[src/ist_pkg.sv]
/*
 ist_pkg: constants and carriers for the instruction state timing block.
 assumes one 50 MHz cpu clock; wait counts come from the bus controller.
*/
package ist_pkg;

	// ----------------------------------------------------------------
	// per-cycle state costs
	// ----------------------------------------------------------------
	localparam logic [3:0] IST_S_ONCHIP_FETCH = 4'h2;
	localparam logic [3:0] IST_S_INTERNAL = 4'h1;
	localparam logic [3:0] IST_S_MOD8_WORD = 4'h6;
	localparam logic [3:0] IST_S_MOD8_BYTE = 4'h3;
	localparam logic [3:0] IST_S_MOD16_WORD = 4'h3;
	localparam logic [3:0] IST_S_EXT8_2ST_WORD = 4'h4;
	localparam logic [3:0] IST_S_EXT8_2ST_BYTE = 4'h2;
	localparam logic [3:0] IST_S_EXT8_3ST_WORD = 4'h6;
	localparam logic [3:0] IST_S_EXT8_3ST_BYTE = 4'h3;
	localparam logic [3:0] IST_S_EXT16_2ST_WORD = 4'h2;
	localparam logic [3:0] IST_S_EXT16_3ST_WORD = 4'h3;

	// ----------------------------------------------------------------
	// field widths
	// ----------------------------------------------------------------
	localparam int IST_CNT_W = 3;
	localparam int IST_WAIT_W = 3;
	localparam int IST_TOTAL_W = 10;

	typedef enum logic [2:0] {
		IST_RGN_ONCHIP,
		IST_RGN_MOD8,
		IST_RGN_MOD16,
		IST_RGN_EXT8,
		IST_RGN_EXT16
	} ist_region_e;

	typedef enum logic [1:0] {
		IST_ACC_FETCH,
		IST_ACC_BYTE,
		IST_ACC_WORD
	} ist_acc_e;

	// form of the instruction being timed
	typedef enum logic [2:0] {
		IST_F_REG,
		IST_F_IMM8,
		IST_F_IMM16,
		IST_F_IMM32,
		IST_F_ANDL_REG,
		IST_F_BITMEM,
		IST_F_BCC8,
		IST_F_EXPLICIT
	} ist_form_e;

	typedef struct packed {
		logic [IST_CNT_W-1:0] fetch;
		logic [IST_CNT_W-1:0] branch;
		logic [IST_CNT_W-1:0] stack;
		logic [IST_CNT_W-1:0] byte_acc;
		logic [IST_CNT_W-1:0] word_acc;
		logic [IST_CNT_W-1:0] internal;
	} ist_counts_s;

	// one region descriptor per bus cycle kind: fetch, branch, stack, data
	typedef struct packed {
		ist_region_e region;
		logic three_state;
		logic [IST_WAIT_W-1:0] waits;
	} ist_region_s;

	typedef struct packed {
		ist_region_s fetch;
		ist_region_s branch;
		ist_region_s stack;
		ist_region_s data;
	} ist_map_s;

endpackage : ist_pkg

[src/ist_timing.sv]
/*
 ist_timing: computes and sequences the state count of each instruction.
 assumes start requests come from core logic on clk_sys and wait_pulse
 comes synchronously from the bus controller, one pulse per wait state.
*/
`timescale 1ns/1ps

// What this block does
// - total states equal sum of category counts times per-cycle state costs
// - each form but explicit carries fixed counts for all six cycle categories; explicit takes them from explicit_counts
// - per-cycle cost depends on region width and two or three state access
// - on-chip fetch 2, internal 1, 8-bit module 6 or 3, 16-bit module 3
// - external three-state 6+2m or 3+m; two-state 4 or 2
// - fetch counts per form: 1,1,2,3, long and 2, bit-memory 2+1, branch 2
module ist_timing
(
	input wire logic clk_sys,
	input wire logic reset,
	input wire logic clk_en,
	input wire logic start,
	input wire ist_pkg::ist_form_e form,
	input wire ist_pkg::ist_counts_s explicit_counts,
	input wire ist_pkg::ist_map_s map,
	input wire logic wait_pulse,
	output logic ready,
	output logic busy,
	output logic done,
	output logic [ist_pkg::IST_TOTAL_W-1:0] total_states
);
	import ist_pkg::*;

	// ----------------------------------------------------------------
	// cost and count functions
	// ----------------------------------------------------------------
	// waits are left out of the static cost: the bus reports each wait state live,
	// so a slow 8-bit word access shows its 2m as 2m separate pulses
	function automatic logic [5:0] cyc_cost(input ist_region_s r, input ist_acc_e a);
		logic [5:0] m;
		m = {3'h0, r.waits};
		cyc_cost = 6'h00;
		unique case (r.region)
			IST_RGN_ONCHIP: cyc_cost = {2'h0, IST_S_ONCHIP_FETCH};
			IST_RGN_MOD8: cyc_cost = (a == IST_ACC_BYTE) ? {2'h0, IST_S_MOD8_BYTE}
				: {2'h0, IST_S_MOD8_WORD};
			IST_RGN_MOD16: cyc_cost = {2'h0, IST_S_MOD16_WORD};
			IST_RGN_EXT8:
			begin
				if (!r.three_state)
					cyc_cost = (a == IST_ACC_BYTE) ? {2'h0, IST_S_EXT8_2ST_BYTE}
						: {2'h0, IST_S_EXT8_2ST_WORD};
				else if (a == IST_ACC_BYTE)
					cyc_cost = {2'h0, IST_S_EXT8_3ST_BYTE} + m;
				else
					cyc_cost = {2'h0, IST_S_EXT8_3ST_WORD} + {m[4:0], 1'b0};
			end
			IST_RGN_EXT16: cyc_cost = r.three_state ? {2'h0, IST_S_EXT16_3ST_WORD} + m
				: {2'h0, IST_S_EXT16_2ST_WORD};
			default: cyc_cost = 6'h00;
		endcase
	endfunction : cyc_cost

	// static part excludes waits: those are counted live from wait_pulse
	function automatic ist_region_s no_wait(input ist_region_s r);
		no_wait = r;
		no_wait.waits = '0;
	endfunction : no_wait

	function automatic logic [IST_TOTAL_W-1:0] mul(input logic [IST_CNT_W-1:0] n,
		input logic [5:0] c);
		mul = IST_TOTAL_W'(n * c);
	endfunction : mul

	// explicit covers every form that has no fixed entry here
	function automatic ist_counts_s form_counts(input ist_form_e f, input ist_counts_s x);
		form_counts = '0;
		unique case (f)
			IST_F_REG: form_counts.fetch = 3'h1;
			IST_F_IMM8: form_counts.fetch = 3'h1;
			IST_F_IMM16: form_counts.fetch = 3'h2;
			IST_F_IMM32: form_counts.fetch = 3'h3;
			IST_F_ANDL_REG: form_counts.fetch = 3'h2;
			IST_F_BITMEM:
			begin
				form_counts.fetch = 3'h2;
				form_counts.byte_acc = 3'h1;
			end
			IST_F_BCC8: form_counts.fetch = 3'h2;
			IST_F_EXPLICIT: form_counts = x;
		endcase
	endfunction : form_counts

	// ----------------------------------------------------------------
	// state
	// ----------------------------------------------------------------
	typedef enum logic [1:0] {IST_IDLE, IST_RUN, IST_DONE} ist_phase_e;

	typedef struct packed {
		ist_phase_e phase;
		logic [IST_TOTAL_W-1:0] remain;
		logic [IST_TOTAL_W-1:0] total;
	} ist_state_s;

	ist_state_s st;
	ist_state_s next_st;
	ist_counts_s cnt;
	logic [IST_TOTAL_W-1:0] base_states;

	always_comb
	begin
		// largest sum is four counts of 7 at 6 states, byte 7 at 3 and internal 7 at 1, so 196, well inside ten bits
		cnt = form_counts(form, explicit_counts);
		base_states = mul(cnt.fetch, cyc_cost(no_wait(map.fetch), IST_ACC_FETCH))
			+ mul(cnt.branch, cyc_cost(no_wait(map.branch), IST_ACC_WORD))
			+ mul(cnt.stack, cyc_cost(no_wait(map.stack), IST_ACC_WORD))
			+ mul(cnt.byte_acc, cyc_cost(no_wait(map.data), IST_ACC_BYTE))
			+ mul(cnt.word_acc, cyc_cost(no_wait(map.data), IST_ACC_WORD))
			+ mul(cnt.internal, {2'h0, IST_S_INTERNAL});
	end

	always_comb
	begin
		next_st = st;
		unique case (st.phase)
			IST_IDLE, IST_DONE:
			begin
				next_st.phase = IST_IDLE;
				if (start)
				begin
					next_st.phase = IST_RUN;
					next_st.remain = base_states;
					next_st.total = base_states;
				end
			end
			IST_RUN:
			begin
				// a wait stretches the running instruction by one state
				if (wait_pulse)
					next_st.total = st.total + 1'b1;
				else if (st.remain <= 1)
					next_st.phase = IST_DONE;
				else
					next_st.remain = st.remain - 1'b1;
			end
			// code 3 is never loaded; fall back to idle rather than lock up
			default: next_st.phase = IST_IDLE;
		endcase
	end

	always_ff @(posedge clk_sys)
	begin
		if (reset)
			st <= '{phase: IST_IDLE, remain: '0, total: '0};
		else if (clk_en)
			st <= next_st;
	end

	// ready also in the done cycle, so instructions can run back to back
	assign ready = (st.phase != IST_RUN);
	assign busy = (st.phase == IST_RUN);
	assign done = (st.phase == IST_DONE);
	assign total_states = st.total;

	// ----------------------------------------------------------------
	// checks
	// ----------------------------------------------------------------
	chk_start_loads_total: assert property (@(posedge clk_sys) disable iff (reset)
		(ready && start && clk_en) |=> (total_states == $past(base_states)))
		else $error("total not loaded from computed sum");
	chk_bcc_two_fetch: assert property (@(posedge clk_sys) disable iff (reset)
		(form == IST_F_BCC8 && map.fetch.region == IST_RGN_ONCHIP) |-> (base_states == 10'h004))
		else $error("short branch on chip not four states");
	chk_bitmem_mod8: assert property (@(posedge clk_sys) disable iff (reset)
		(form == IST_F_BITMEM && map.fetch.region == IST_RGN_MOD8
		&& map.data.region == IST_RGN_MOD8) |-> (base_states == 10'h00F))
		else $error("bit memory on 8-bit module not fifteen states");
	chk_imm32_ext16: assert property (@(posedge clk_sys) disable iff (reset)
		(form == IST_F_IMM32 && map.fetch.region == IST_RGN_EXT16
		&& !map.fetch.three_state) |-> (base_states == 10'h006))
		else $error("long immediate two-state 16-bit not six states");
	chk_imm16_ext8: assert property (@(posedge clk_sys) disable iff (reset)
		(form == IST_F_IMM16 && map.fetch.region == IST_RGN_EXT8
		&& map.fetch.three_state) |-> (base_states == 10'h00C))
		else $error("three-state 8-bit fetch cost wrong");
	chk_run_holds: assert property (@(posedge clk_sys) disable iff (reset)
		(ready && start && clk_en && base_states == 10'h002) |=> !ready ##1 !ready)
		else $error("next start allowed early");
	chk_run_length: assert property (@(posedge clk_sys) disable iff (reset)
		(ready && start && clk_en && base_states == 10'h003) ##1 (clk_en && !wait_pulse)[*3]
		|=> done)
		else $error("run did not end after its states");
	chk_wait_extends: assert property (@(posedge clk_sys) disable iff (reset)
		(busy && wait_pulse && clk_en) |=> (busy && total_states == $past(total_states) + 1'b1))
		else $error("wait state not added");
	// a frozen cycle must not count toward the run or take a wait
	chk_freeze: assert property (@(posedge clk_sys) disable iff (reset)
		!clk_en |=> $stable(st))
		else $error("state moved while clock enable low");
	chk_done_one_cycle: assert property (@(posedge clk_sys) disable iff (reset)
		(done && clk_en) |=> !done)
		else $error("done stood longer than one cycle");
	chk_idle_holds_total: assert property (@(posedge clk_sys) disable iff (reset)
		(ready && !start) |=> (total_states == $past(total_states)))
		else $error("total changed with no instruction taken");
	chk_mod16_fetch: assert property (@(posedge clk_sys) disable iff (reset)
		(form == IST_F_REG && map.fetch.region == IST_RGN_MOD16)
		|-> (base_states == 10'h003))
		else $error("16-bit module fetch not three states");
	chk_ext8_byte: assert property (@(posedge clk_sys) disable iff (reset)
		(form == IST_F_BITMEM && map.fetch.region == IST_RGN_ONCHIP
		&& map.data.region == IST_RGN_EXT8 && map.data.three_state) |-> (base_states == 10'h007))
		else $error("three-state 8-bit byte access cost wrong");

	cov_bcc: cover property (@(posedge clk_sys) disable iff (reset) start && form == IST_F_BCC8);
	cov_wait: cover property (@(posedge clk_sys) disable iff (reset) busy && wait_pulse);
	cov_done: cover property (@(posedge clk_sys) disable iff (reset) done ##1 busy);
	cov_back_to_back: cover property (@(posedge clk_sys) disable iff (reset) done && start && clk_en);
	cov_explicit: cover property (@(posedge clk_sys) disable iff (reset)
		start && ready && form == IST_F_EXPLICIT);

endmodule : ist_timing

[config.mk]
export PLATFORM = sky130hd
export DESIGN_NAME = ist_timing
export DESIGN_NICKNAME = d
export VERILOG_FILES = /design/src/ist_pkg.sv /design/src/ist_timing.sv
export SDC_FILE = /design/constraint.sdc
export NUM_CORES = 1
export LEC_CHECK = 0
export ABC_AREA = 1
export BUFFER_PORTS_ARGS = -buffer_cell sky130_fd_sc_hd__clkbuf_2
export CAP_MARGIN = 20
export CORE_ASPECT_RATIO = 2
export CORE_MARGIN = 2
export CORE_UTILIZATION = 52
export DETAILED_ROUTE_END_ITERATION = 10
export PLACE_DENSITY = 0.81
export SLEW_MARGIN = 20
export SYNTH_ARGS = -nofsm -noshare
export SYNTH_HDL_FRONTEND = slang
export SYNTH_SLANG_ARGS = --single-unit
[constraint.sdc]
create_clock -name clk_sys -period 6.5 [get_ports clk_sys]
set_input_delay 1.625 -clock clk_sys [delete_from_list [all_inputs] [get_ports clk_sys]]
set_output_delay 1.625 -clock clk_sys [all_outputs]
set_load 0.01 [all_outputs]
# ---- Yosys cells after proc, flatten, opt, wreduce, memory -nomap -nowiden
# Cells that the tools add are included.
dict set report word_totals {
  in_bits 54
  ff_bits 22
  wordCells 86
  output_inout_bits 13
}
dict set report classes {
  eq_ne 31
  n_reduce_logical 15
  multipliers 5
  n_addsub 7
  magnitude_cmp 1
  n_mux 24
}
# op n
set op_table {}
lappend op_table {{multiplier 3 x 6 -> 9 bit} 5}
lappend op_table {{one-hot mux 3 bit (5 select lines)} 3}
lappend op_table {{one-hot mux 20 bit (2 select lines)} 1}
lappend op_table {{adder 10 x 9 -> 10 bit} 3}
lappend op_table {{== test 3 x 2 -> 1 bit, second input constant} 10}
lappend op_table {{one-hot mux 6 bit (5 select lines)} 1}
lappend op_table {{== test 3 bit, second input constant} 8}
lappend op_table {{2-to-1 mux 21 bit} 1}
lappend op_table {{2-to-1 mux 10 bit} 2}
lappend op_table {{== test 3 x 1 -> 1 bit, second input constant} 5}
lappend op_table {{logical NOT 3 bit} 5}
lappend op_table {{2-to-1 mux 12 bit} 1}
lappend op_table {{2-to-1 mux 6 bit} 2}
lappend op_table {{one-hot mux 3 bit (4 select lines)} 1}
lappend op_table {{adder 10 x 1 -> 10 bit, second input constant} 1}
lappend op_table {{adder 10 x 3 -> 10 bit} 1}
lappend op_table {{adder 9 x 9 -> 10 bit} 1}
lappend op_table {{<= comparator 10 x 1 -> 1 bit, second input constant} 1}
lappend op_table {{2-to-1 mux 2 bit} 5}
lappend op_table {{subtractor 10 x 1 -> 10 bit, second input constant} 1}
lappend op_table {{!= test 2 bit, second input constant} 4}
lappend op_table {{OR reduction 2 bit} 4}
lappend op_table {{one-hot mux 2 bit (3 select lines)} 1}
lappend op_table {{one-hot mux 3 bit (2 select lines)} 1}
lappend op_table {{other kinds (11)} 15}

# ---- Logic depth before layout (Yosys ltp)
dict set report logic_depth {
  word_depth 11
  mapped_depth 26
  mapped_depth_nobuf 26
}

# ---- Least setup slack after synthesis
# OpenSTA, ideal clock, no wires.
dict set report synth_path {
  kind {input to register}
  startpoint {input port form[1]}
  endpoint {register st[15] in the netlist's numbering}
  required_ps 6387
  t_arrival_ps 6413
  setup_ps 113
  path_stages 20
  path_buffers 1
  setup_slack_ps -26
  path_cell_list {inv_1 > nor2_1 > buf_2 > nand3_1 > fa_1 > fa_1 > inv_1 > fa_1 > fa_1 > inv_1 > fa_1 > inv_1 > fa_1 > fa_1 > nand3_1 > nand3b_1 > nand3_1 > nand2_1 > nor2_1 > nor2_1}
}
dict set report synth_between {
  elab_chain_len 11
  word_cells_on_any_way 26
}
# item line_no
set synth_rtl {}
lappend synth_rtl {{start, declared} ist_timing.sv:21} ;# input wire ist_pkg::ist_form_e form,
lappend synth_rtl {{== test 3 bit (tied with other cells)} ist_timing.sv:76} ;# unique case (f)
lappend synth_rtl {{OR reduction 4 bit (no source line) / OR reduction 2 bit (equally long branches)} -}
lappend synth_rtl {{one-hot mux 3 bit (4 select lines)} ist_timing.sv:76}
lappend synth_rtl {{multiplier 3 x 6 -> 9 bit} ist_timing.sv:70} ;# mul = IST_TOTAL_W'(n * c);
lappend synth_rtl {{adder 9 x 9 -> 10 bit} ist_timing.sv:113} ;# + mul(cnt.branch, cyc_cost(no_wait(map.branch), IST_ACC_WORD))
lappend synth_rtl {{adder 10 x 9 -> 10 bit} ist_timing.sv:114} ;# + mul(cnt.stack, cyc_cost(no_wait(map.stack), IST_ACC_WORD))
lappend synth_rtl {{adder 10 x 9 -> 10 bit} ist_timing.sv:115} ;# + mul(cnt.byte_acc, cyc_cost(no_wait(map.data), IST_ACC_BYTE))
lappend synth_rtl {{adder 10 x 9 -> 10 bit} ist_timing.sv:116} ;# + mul(cnt.word_acc, cyc_cost(no_wait(map.data), IST_ACC_WORD))
lappend synth_rtl {{adder 10 x 3 -> 10 bit (*)} ist_timing.sv:117} ;# + mul(cnt.internal, {2'h0, IST_S_INTERNAL});
lappend synth_rtl {{2-to-1 mux 21 bit (*)} ist_timing.sv:127} ;# if (start)
lappend synth_rtl {{one-hot mux 20 bit (2 select lines) (*)} ist_timing.sv:123} ;# unique case (st.phase)
lappend synth_rtl {{end signal, assigned} ist_timing.sv:152} ;# st <= '{phase: IST_IDLE, remain: '0, total: '0};
lappend synth_rtl {{end signal, assigned} ist_timing.sv:154} ;# st <= next_st;
lappend synth_rtl {{end, declared} ist_timing.sv:103} ;# ist_state_s st;
# Mark *: on every way between the ends. The rest lies on a longest branch, timed or not. The select of a mux whose other input is x is not followed.
# A chain may end at the register's enable or synchronous reset.

# ---- Final worst setup path
dict set report layout_path {
  startpoint {input port form[2]}
  endpoint {register st (netlist bit total_states[8])}
}
# Same word-level chain as after synthesis.

==> impl_results.md <==
* Hold path depth at 2
* Initial core utilization at 53.7%
* Share of the yosys chip area belonging to registers at approximately an eighth
* Placed Cells at between 600 and 700
* Core area at between 0.006 and 0.007 mm²
* Cts bufs inserted at 3
* Fillers at 562
* DR iter-0 viols at approximately 240
* Grt total ovfl at 0
* Fmax achieved at approximately 0.16 GHz
* I/O Buffers at 54
* Die area at about 0.0075 mm²
* Req. time, crit path at between 6 and 7 ns
* Layout Cells excl Fill at 698
* Worst-skew pair later-pin latency at between 0.2 and 0.3 ns
* Cells after Synth at approximately 520
* Die Height at between 100 and 150 µm
* Number of global-route vias before repair at 3831
* Skew final at 0.00409 ns
* FF+latch count, synth at 22
* Die width at 62.2 µm
* Drt total wl at about 9.7 mm
* First-pass GRT wire length at 16.0 mm
* CP startpoint kind: input pin
* CP max stage cell: fa_2
* Endpoints failing hold at 0
* Crit. End Element: flip-flop
* Top post-synthesis cells by area: fa_1 (19%), dfxtp_1 (12%), ha_1 (11%)
* Htree depth at 1
* Final Cycle Share at approximately 97%
* Routability Congestion at between 0.9 and 1
* Longest Clk Path Bufs at 2
* Wire per inst at between 10 and 15 µm
* CTS Sinks at 22
* Most used cell, CP: nand2_1
* FF-to-FF path depth at 9
* Worst setup path class: input pin to flip-flop
* # hold bufs at CTS at 0
* Yosys warning count at 0
* CTS tree: done
* Total GRT Usage at between 20% and 30%
* Layout area overhead at 21.7%
* Number of max-cap violations at 0
* Largest net degree at the start of global routing at 20
* Power per cell area at ~130 mW/mm²
* Detailed Place HPWL at about 8.1 mm
* Status: finished, final reports clean
* WP data arrival at ~6.5 ns
* Fin crit period at around 6.3 ns
* Layout Utilization at roughly two thirds
* Dominant cell type by area after synthesis: fa_1
* Post-synth top area share at 19.3%
* Nets at roughly 730
* Synth Cell Area at ~0.0035 mm²
* # IOs at 67
* Initial antenna violation count at 0
* Post-route ant nets at 0
* DR pass1 iterations at 4
* # DRC at 0
* Fraction of layout cells with a size suffix above 1 at ~25%
* Diodes inserted at 0
* Via density per instance at between 5 and 6
* VDD IR max at 82.5 µV
* Static Leak at about 2.4 nW
* CTS clk-pin slew, worst paths at 0.06 ns
* Post-synth cell types at 34
* CTS root buf: clkbuf_16
* Setup violators final at 0
* Fin. max-slew vios at 0
* Path type of the worst min-delay path: flip-flop to flip-flop
* Vias post-DR at roughly 3700
* Max transition margin at between 50% and 60%
* CP peak stage delay at between 0.5 and 0.6 ns
* Syn nets at between 600 and 700
* Syn Area/Cell at 6.73 µm²
* Critical Path Fanout Max at 5
* Num rows at 42
* Measured slew at the worst slew-check pin at slightly below 0.7 ns
## per-layer routing
layer | global-route usage (%) | vias to the layer above | part of all wire [%]
met5 | 0 | - | 0
met2 | 57.1 | 107 | 60
li1 | - | 1802 | -
met4 | 15.6 | 0 | 5.4
met3 | 2.05 | 35 | 2.6
met1 | 23.3 | 1745 | 32
## layout make-up
| type | instances | area [µm²] | share of cell area, % |
|---|---|---|---|
| clock buffers | 3 | 75.1 | 1.75 |
| multi-input cells | 377 | 2640 | 61.5 |
| repair buffers | 99 | 612 | 14.3 |
| well taps | 88 | 110 | 2.56 |
| flip-flops and latches | 22 | 440 | 10.3 |
| inverters | 109 | 414 | 9.65 |
## critical path, delay by kind of cell
family | cells | cell delay (ns)
adder cells (fa/ha/maj) | 7 | 3.29
AND/OR/NAND/NOR | 13 | 1.05
buffers and inverters | 7 | 0.48
## synthesized netlist by cell type, drive strengths merged
master and n:
nand2 112, inv 109, nor2 73, nand3 42, fa 34, ha 32, o21ai 29, dfxtp 22
a21oi 17, buf 16, nand4 9, nor3 8, a31oi 6, o22ai 3, and2 2, nand3b 2
or2 2, xor2 2, a21boi 1, a31o 1, nor4 1, o2111ai 1
## power by group
group | total (W) | internal (W) | switching [W]
registers | 0.000162 | 0.000146 | 0.0000157
clock network | 0.000134 | 0.0000815 | 0.0000525
logic | 0.000276 | 0.000113 | 0.000163
## final timing paths
kind,to,slack (ns),start
max,total_states[8],0.21,form[2]
max reg2reg,st[14],4.69,st[10]
min reg2reg,st[21],0.47,st[21]
min,st[21],0.47,st[21]
## registers in the layout, summed over array words and instances, names as in the netlist
register / count
total_states: 10
st: 12
## repair_timing
| action | CTS | global route |
|---|---|---|
| endpoints found under the setup margin | 4 | 14 |
| gates resized for setup | 3 | 27 |
| buffers inserted | 0 | 3 |
| hold endpoints to repair | 0 | 0 |
| gates cloned | 0 | 1 |
| pin swaps | 0 | 13 |
## layout by cell type (no fill, tap or decap), types with 4 or more instances in the layout
cell      Yosys  final
a21oi_1      13     13
a21oi_2       4      4
a31oi_1       6      6
buf_4        10     43
clkbuf_2      0     54
dfxtp_1      22     22
fa_1         34     31
ha_1         32     31
inv_1       105    104
inv_2         3      4
nand2_1     104    100
nand2_2       6     10
nand3_1      40     38
nand3_2       2      4
nand4_1       9      9
nor2_1       68     60
nor2_2        2      8
nor2_4        3      5
nor3_1        8      6
o21ai_0      21     18
o21ai_1       4      6
o21ai_2       4      5
## cells by family after synthesis
group / share of synthesized area [%]
and+or+nand+nor: 31.6
buffers and inverters: 15.1
adders and majority gates: 30.6
AOI/OAI and AO/OA: 9.68
DFF: 12.5
xor gates and xnor gates: 0.497
## stage by stage
stage	setup WS (ns)	hold slack, ns	area, µm²	TNS (ns)	total power (W)
floorplan	0.00158	0.437	3530	0	0.000340
global placement	-0.230	0.457	4100	-1.56	0.000412
detailed placement	-0.314	0.464	4100	-2.81	0.000423
CTS	0.0183	0.472	4180	0	0.000555
global route	-0.112	0.523	4290	-0.146	0.000615
finish	0.206	0.466	4290	0	0.000572
Note: power is estimated with default switching activity, not from simulation.
